==> src/obc_pkg.sv <==
// obc_pkg: constants shared by the OUT endpoint byte-count block
// assumes: 32-bit APB data, byte addressed, registers on aligned words
`default_nettype none
package obc_pkg;

  // ********************************
  // register map
  // ********************************
  localparam logic [11:0] OBC_ADDR_EP1_RX_BYTE_COUNT = 12'h044;
  localparam logic [11:0] OBC_ADDR_EP2_RX_BYTE_COUNT = 12'h048;
  localparam logic [31:0] OBC_RESET_VALUE            = 32'h0000_0000;

  // ********************************
  // field layout
  // ********************************
  localparam int          OBC_FIRST_LSB  = 0;
  localparam int          OBC_SECOND_LSB = 16;
  localparam logic [7:0]  OBC_RESERVED_BITS_ZERO  = 8'h00;

  // buffer-count codes as seen in the endpoint control/status register
  localparam logic [1:0]  OBC_BC_NONE = 2'h0;
  localparam logic [1:0]  OBC_BC_ONE  = 2'h1;
  localparam logic [1:0]  OBC_BC_TWO  = 2'h3;

  typedef enum logic [2:0]
  {
    OBC_ST_EMPTY = 3'b001,
    OBC_ST_ONE   = 3'b010,
    OBC_ST_TWO   = 3'b100
  } obc_state_t;

  // packs one count register word; second count only shown with two packets
  function automatic logic [31:0] obc_pack_word
  (
    input logic [1:0] bc,
    input logic [7:0] first_cnt,
    input logic [7:0] second_cnt
  );
    logic [7:0] upper;
    upper = (bc == OBC_BC_TWO) ? second_cnt : OBC_RESERVED_BITS_ZERO;
    obc_pack_word = {OBC_RESERVED_BITS_ZERO, upper, OBC_RESERVED_BITS_ZERO, first_cnt};
  endfunction

endpackage
`default_nettype wire
==> src/obc_ep_tracker.sv <==
// obc_ep_tracker: packet and byte bookkeeping for one OUT endpoint FIFO
// assumes: receive, pop and release strobes are one-cycle pulses
`timescale 1ns/100ps
`default_nettype none
module obc_ep_tracker
  import obc_pkg::*;
(
  input  wire logic       i_sys_clk,
  input  wire logic       i_rstn,
  input  wire logic       i_rx_pkt,
  input  wire logic [7:0] i_rx_len,
  input  wire logic       i_dbl_buf,
  input  wire logic       i_byte_pop,
  input  wire logic       i_pkt_release,
  output logic      [1:0] o_buf_cnt,
  output logic      [7:0] o_first_cnt,
  output logic      [7:0] o_second_cnt,
  output logic            o_out_packet_ready_flag
);

  obc_state_t state_ff;
  obc_state_t nxt_state;
  logic [7:0] first_ff;
  logic [7:0] nxt_first;
  logic [7:0] second_ff;
  logic [7:0] nxt_second;
  logic       ready_ff;
  logic       nxt_ready;
  logic [1:0] bc_ff;
  logic [1:0] nxt_bc;

  // ********************************
  // next state
  // ********************************
  always_comb
  begin
    nxt_state  = state_ff;
    nxt_first  = first_ff;
    nxt_second = second_ff;
    case (state_ff)
      OBC_ST_EMPTY:
      begin
        if (i_rx_pkt)
        begin
          nxt_first = i_rx_len;
          nxt_state = OBC_ST_ONE;
        end
      end
      OBC_ST_ONE:
      begin
        if (i_pkt_release)
        begin
          nxt_first = i_rx_pkt ? i_rx_len : 8'h00;
          nxt_state = i_rx_pkt ? OBC_ST_ONE : OBC_ST_EMPTY;
        end
        else if (i_rx_pkt && i_dbl_buf)
        begin
          nxt_second = i_rx_len;
          nxt_state  = OBC_ST_TWO;
        end
        else if (i_byte_pop && (first_ff != 8'h00))
        begin
          nxt_first = first_ff - 8'h01;
        end
      end
      OBC_ST_TWO:
      begin
        if (i_pkt_release)
        begin
          nxt_first  = second_ff;
          nxt_second = i_rx_pkt ? i_rx_len : 8'h00;
          nxt_state  = i_rx_pkt ? OBC_ST_TWO : OBC_ST_ONE;
        end
        else if (i_byte_pop && (first_ff != 8'h00))
        begin
          nxt_first = first_ff - 8'h01;
        end
      end
      default:
      begin
        nxt_state  = OBC_ST_EMPTY;
        nxt_first  = 8'h00;
        nxt_second = 8'h00;
      end
    endcase
    nxt_bc    = (nxt_state == OBC_ST_TWO) ? OBC_BC_TWO :
                (nxt_state == OBC_ST_ONE) ? OBC_BC_ONE : OBC_BC_NONE;
    nxt_ready = (nxt_state != OBC_ST_EMPTY);
  end

  always_ff @(posedge i_sys_clk or negedge i_rstn)
  begin
    if (!i_rstn)
    begin
      state_ff  <= OBC_ST_EMPTY;
      first_ff  <= 8'h00;
      second_ff <= 8'h00;
      ready_ff  <= 1'b0;
      bc_ff     <= OBC_BC_NONE;
    end
    else
    begin
      state_ff  <= nxt_state;
      first_ff  <= nxt_first;
      second_ff <= nxt_second;
      ready_ff  <= nxt_ready;
      bc_ff     <= nxt_bc;
    end
  end

  assign o_buf_cnt               = bc_ff;
  assign o_first_cnt             = first_ff;
  assign o_second_cnt            = second_ff;
  assign o_out_packet_ready_flag = ready_ff;

endmodule // obc_ep_tracker
`default_nettype wire

==> src/obc_out_byte_count.sv <==
// obc_out_byte_count: APB-readable byte counts of OUT endpoints 1 and 2
// assumes: USB receive logic supplies packet/pop/release strobes per endpoint
//
// Notes on behaviour
// - with two packets held, upper field shows the second-stored packet's count.
// - buffer count 00b or 01b makes the upper field read zero.
// - with two packets held, lower field shows the first-stored packet's count.
// - with one packet held, lower field shows bytes still to unload.
// - while packet-ready is set, lower field tracks bytes awaiting unload, except a pop in the cycle a second packet is stored is lost.
// - endpoint 1 at 0x44, endpoint 2 at 0x48, both reset to zero.
`timescale 1ns/100ps
`default_nettype none
module obc_out_byte_count
  import obc_pkg::*;
(
  input  wire logic        i_sys_clk,
  input  wire logic        i_rstn,
  input  wire logic        i_psel,
  input  wire logic        i_penable,
  input  wire logic        i_pwrite,
  input  wire logic [11:0] i_paddr,
  input  wire logic [31:0] i_pwdata,
  output logic      [31:0] o_prdata,
  output logic             o_pready,
  output logic             o_pslverr,
  input  wire logic        i_ep1_rx_pkt,
  input  wire logic [7:0]  i_ep1_rx_len,
  input  wire logic        i_ep1_dbl_buf,
  input  wire logic        i_ep1_byte_pop,
  input  wire logic        i_ep1_pkt_release,
  output logic             o_ep1_out_packet_ready_flag,
  input  wire logic        i_ep2_rx_pkt,
  input  wire logic [7:0]  i_ep2_rx_len,
  input  wire logic        i_ep2_dbl_buf,
  input  wire logic        i_ep2_byte_pop,
  input  wire logic        i_ep2_pkt_release,
  output logic             o_ep2_out_packet_ready_flag
);

  logic [1:0]  ep1_bc;
  logic [7:0]  ep1_first;
  logic [7:0]  ep1_second;
  logic [1:0]  ep2_bc;
  logic [7:0]  ep2_first;
  logic [7:0]  ep2_second;
  logic        setup;
  logic [31:0] prdata_ff;
  logic [31:0] nxt_prdata;
  logic        pready_ff;
  logic        nxt_pready;
  logic        pslverr_ff;
  logic        nxt_pslverr;

  // ********************************
  // endpoint trackers
  // ********************************
  obc_ep_tracker u_ep1
  (
    .i_sys_clk               (i_sys_clk),
    .i_rstn                  (i_rstn),
    .i_rx_pkt                (i_ep1_rx_pkt),
    .i_rx_len                (i_ep1_rx_len),
    .i_dbl_buf               (i_ep1_dbl_buf),
    .i_byte_pop              (i_ep1_byte_pop),
    .i_pkt_release           (i_ep1_pkt_release),
    .o_buf_cnt               (ep1_bc),
    .o_first_cnt             (ep1_first),
    .o_second_cnt            (ep1_second),
    .o_out_packet_ready_flag (o_ep1_out_packet_ready_flag)
  );

  obc_ep_tracker u_ep2
  (
    .i_sys_clk               (i_sys_clk),
    .i_rstn                  (i_rstn),
    .i_rx_pkt                (i_ep2_rx_pkt),
    .i_rx_len                (i_ep2_rx_len),
    .i_dbl_buf               (i_ep2_dbl_buf),
    .i_byte_pop              (i_ep2_byte_pop),
    .i_pkt_release           (i_ep2_pkt_release),
    .o_buf_cnt               (ep2_bc),
    .o_first_cnt             (ep2_first),
    .o_second_cnt            (ep2_second),
    .o_out_packet_ready_flag (o_ep2_out_packet_ready_flag)
  );

  // ********************************
  // apb slave
  // ********************************
  // data is captured in setup so the access phase never waits
  assign setup = i_psel && !i_penable;

  always_comb
  begin
    nxt_prdata  = prdata_ff;
    nxt_pready  = 1'b0;
    nxt_pslverr = 1'b0;
    if (setup)
    begin
      nxt_pready = 1'b1;
      nxt_prdata = OBC_RESET_VALUE;
      if (i_paddr == OBC_ADDR_EP1_RX_BYTE_COUNT)
      begin
        if (!i_pwrite)
        begin
          nxt_prdata = obc_pack_word(ep1_bc, ep1_first, ep1_second);
        end
      end
      else if (i_paddr == OBC_ADDR_EP2_RX_BYTE_COUNT)
      begin
        if (!i_pwrite)
        begin
          nxt_prdata = obc_pack_word(ep2_bc, ep2_first, ep2_second);
        end
      end
      else
      begin
        nxt_pslverr = 1'b1;
      end
    end
  end

  always_ff @(posedge i_sys_clk or negedge i_rstn)
  begin
    if (!i_rstn)
    begin
      prdata_ff  <= OBC_RESET_VALUE;
      pready_ff  <= 1'b0;
      pslverr_ff <= 1'b0;
    end
    else
    begin
      prdata_ff  <= nxt_prdata;
      pready_ff  <= nxt_pready;
      pslverr_ff <= nxt_pslverr;
    end
  end

  assign o_prdata  = prdata_ff;
  assign o_pready  = pready_ff;
  assign o_pslverr = pslverr_ff;
endmodule // obc_out_byte_count
`default_nettype wire

==> config.mk <==
export PLATFORM = sky130hd
export DESIGN_NAME = obc_out_byte_count
export DESIGN_NICKNAME = d
export VERILOG_FILES = /design/src/obc_pkg.sv /design/src/obc_ep_tracker.sv /design/src/obc_out_byte_count.sv
export SDC_FILE = /design/constraint.sdc
export NUM_CORES = 1
export LEC_CHECK = 0
export BUFFER_PORTS_ARGS = -buffer_cell sky130_fd_sc_hd__buf_2
export CAP_MARGIN = 20
export CORE_UTILIZATION = 45
export DETAILED_ROUTE_END_ITERATION = 16
export PLACE_DENSITY = 0.78
export SKIP_CTS_REPAIR_TIMING = 1
export SLEW_MARGIN = 20
export SYNTH_ARGS = -nofsm -noshare
export SYNTH_HDL_FRONTEND = slang
export SYNTH_SLANG_ARGS = --single-unit
==> constraint.sdc <==
create_clock -name i_sys_clk -period 5.3 [get_ports i_sys_clk]
set_input_delay 0.53 -clock i_sys_clk [delete_from_list [all_inputs] [get_ports i_sys_clk]]
set_output_delay 0.53 -clock i_sys_clk [all_outputs]
set_load 0.005 [all_outputs]
==> metrics.md <==
| Metric | Value |
|---|---|
| NumNets Final | `~530` |
| Dominant cell by count in the synthesized netlist | `dfrtp_1` |
| CP Data Required Time | `5560 ps` |
| Core Area | `roughly 8000 sq um` |
| CTS sink cnt | `a little over 60` |
| Synth cell types | `66` |
| Syn Area/Cell | `approximately 9.1 sq um` |
| Pin count of the biggest net entering global routing | `63` |
| Setup TNS Final | `0 ps` |
| Hold Slack | `between 300 and 400 ps` |
| Status | `finished clean` |
| Final RePlAce weighted congestion | `~0.91` |
| IO buf count | `60` |
| Met3 Wirelength | `approximately 700 microns` |
| Vias in the first global route | `3237` |
| Largest cells by area after synthesis | `dfrtp_1 (40%), o21ai_0 (4.2%), a22o_1 (3.8%)` |
| Clk root buf | `clkbuf_8` |
| Async S/R FF share, synth | `1.00` |
| Register area share after synthesis | `0.418` |
| Post-synth top cells | `dfrtp_1 (60), nand2_1 (31), o21ai_0 (31)` |
| Initial Util | `0.474` |
| Initial antenna violation count | `0` |
| Critical Path End Type | `flop` |
| Crit path max-delay cell type | `dfstp_2` |
| Cell type with the highest aggregate area in the netlist | `dfrtp_1` |
| Die Y | `92.9 microns` |
| Die width | `92.9 microns` |
| Final Cycle Share | `0.454` |
| Setup WS post-layout | `about 2900 ps` |
| Final wirelength | `just under 10000 microns` |
| Share of the synthesized area in the top cell type | `0.404` |
| Max Used Layer | `met4` |
| DRT met1 WL | `4350 microns` |
| Final ANT Viol Nets | `0` |
| Synth Flop Type | `dfrtp_1` |
| Max-slew violations | `0` |
| Fillers | `779` |
| WL per Instance | `17.7 microns` |
| Total die area | `8630 sq um` |
| Slew headroom | `0.482` |
| Post-synthesis cell area | `3720 sq um` |
| Post-Layout Cell Count | `557` |
| Crit path max fanout | `18` |
| Number of top-level pins | `109` |
| Post-synth EDFFs | `0` |
| Cell Rows | `32` |
| IR drop worst, VDD | `0.207 mV` |
| FF+latch count, synth | `62` |
| Lkg Pwr | `1.89 nW` |
| Post-Place Worst Slack | `2910 ps` |
| Slew @ Worst Pin | `778 ps` |
| DRC viols | `0` |
| Initial drt markers | `225` |
| Fmax | `between 400 and 500 MHz` |
| Period minus WS final | `2400 ps` |
| Routed wl met2 | `4680 microns` |
| Gr usage total | `0.246` |
| Clk slew on worst S/H paths | `about 80 ps` |
| CTS Buf Count | `9` |
| WS Path Type | `reg2reg` |
| Drt pass-1 iters | `5` |
| Crit path largest cell delay | `~720 ps` |
| RSZ-0062 raised after global routing | `no` |
| Worst-Skew Late Latency | `roughly 350 ps` |
| YS warnings | `0` |
| CTS tree | `built` |
| Final number of hold-violating endpoints | `0` |
| Sequential cell area | `1550 sq um` |
| Worst path cell trace | `nor2b_1 > a22oi_1 > o22a_1 > o32ai_1 > o2bb2ai_1` |
| MaxCap Viol Count | `0` |
| Remaining Overflow, GRT | `0` |
| CP arrival | `between 2000 and 3000 ps` |
| Worst Skew | `16.8 ps` |
| First-pass GRT wire length | `~16000 microns` |
| Share of cells above drive strength 1 | `0.200` |
| Synthesis-to-finish area growth | `10.7%` |
| Drt via density | `approximately 6.0` |
| Diodes inserted | `0` |
| H-tree depth | `3` |
| PD cells | `between 400 and 500 nW/um^2` |
| CP Launch Type | `flop` |
| Synthesized instance count | `410` |
| Final Setup Violations | `0` |
| Placed cell count | `between 500 and 600` |
| Final HPWL from detailed placement | `between 7000 and 8000 microns` |
| Total number of vias | `approximately 3300` |
| Power Total | `1.90 mW` |
| Maximum clock path buffer count | `2` |
| Combined area of the multi-input logic cells | `1860 sq um` |
| HP Class | `in2async` |
==> area by class of cell <==
type | count | share of cell area
Multi-Input combinational cell | 291 | 0.452
Clock inverter | 4 | 0.00608
Clock buffer | 11 | 0.0344
Sequential cell | 62 | 0.378
Timing Repair Buffer | 61 | 0.0748
Tap cell | 102 | 0.0310
Inverter | 26 | 0.0237
==> power by group <==
| part | internal, mW | switching (mW) | total (mW) |
|---|---|---|---|
| Combinational | 0.322 | 0.435 | 0.757 |
| Sequential | 0.592 | 0.181 | 0.773 |
| Clock | 0.178 | 0.189 | 0.367 |
| Total | 1.09 | 0.805 | 1.90 |
==> path summary, 6_finish.rpt <==
check | from | cells after the start | end | slack (ps)
max | u_ep1.state_ff[0]$_DFF_PN1_ | 5 | u_ep1.o_first_cnt[2]$_DFFE_PN0P_ | 2900
min | i_rstn | 2 | u_ep2.state_ff[1]$_DFF_PN0_ | 320
max reg2reg | u_ep1.state_ff[0]$_DFF_PN1_ | 5 | u_ep1.o_first_cnt[2]$_DFFE_PN0P_ | 2900
min reg2reg | o_prdata[4]$_DFFE_PN0P_ | 2 | o_prdata[4]$_DFFE_PN0P_ | 480
max in group asynchronous | i_rstn | 2 | u_ep2.o_second_cnt[5]$_DFFE_PN0P_ | 4440
min in group i_sys_clk | i_ep2_rx_len[2] | 2 | u_ep2.o_second_cnt[2]$_DFFE_PN0P_ | 440
==> through the flow <==
stage | area, sq um | util
floorplan | 3770 | -
global placement | 3950 | 0.503
detailed placement | 3950 | 0.503
CTS | 4110 | 0.524
global route | 4110 | 0.524
finish | 4110 | 0.524
==> metal layers <==
layer | global-route usage | up-vias
li1 | - | 1595
met1 | 0.324 | 1588
met2 | 0.396 | 142
met3 | 0.0649 | 15
met4 | 0.0756 | 0
met5 | 0 | -
==> worst max-delay path, delay by kind of cell (launching register included) <==
family | cells | cell delay (ps)
compound gates | 4 | 990
flops | 1 | 720
simple gates | 1 | 600
==> state kept, by name, summed over array words and instances, names as in the netlist, 2 cells and up <==
name	count
u_ep2.state_ff	3
o_prdata	16
u_ep2.o_buf_cnt	2
u_ep1.o_buf_cnt	2
u_ep2.o_first_cnt	8
u_ep1.o_first_cnt	8
u_ep1.o_second_cnt	8
u_ep2.o_second_cnt	8
u_ep1.state_ff	3
==> cell usage in the layout, fill, tap and decap left out, drive strengths merged, types with 3 or more instances in the layout <==
cell type	netlist	final
nor3	14	14
a222oi	8	8
clkbuf	22	11
nand3	3	3
conb	1	16
o21ai	33	33
a22oi	12	12
o22ai	10	10
nor3b	6	6
nand2b	6	6
o211ai	6	6
buf	24	61
nor2	22	22
nand2	31	31
nor4	6	6
ha	4	4
a21oi	20	20
or4	4	4
and3b	3	3
a22o	16	16
o2bb2ai	4	4
a31oi	9	9
dfrtp	60	60
inv	26	26
nor2b	8	8
a221oi	9	9
and3	3	3
==> cell families (layout without fill, tap and decap cells) <==
group | after synthesis | in the layout | synth area share
buffers and inverters | 72 | 102 | 0.0963
AOI/OAI and AO/OA | 149 | 149 | 0.286
and+or+nand+nor | 120 | 120 | 0.179
other | 1 | 16 | 0.00101
DFF | 62 | 62 | 0.418
adders and majority gates | 4 | 4 | 0.0135
muxes | 2 | 2 | 0.00572
No activity file was read; power rests on OpenSTA's default activity.
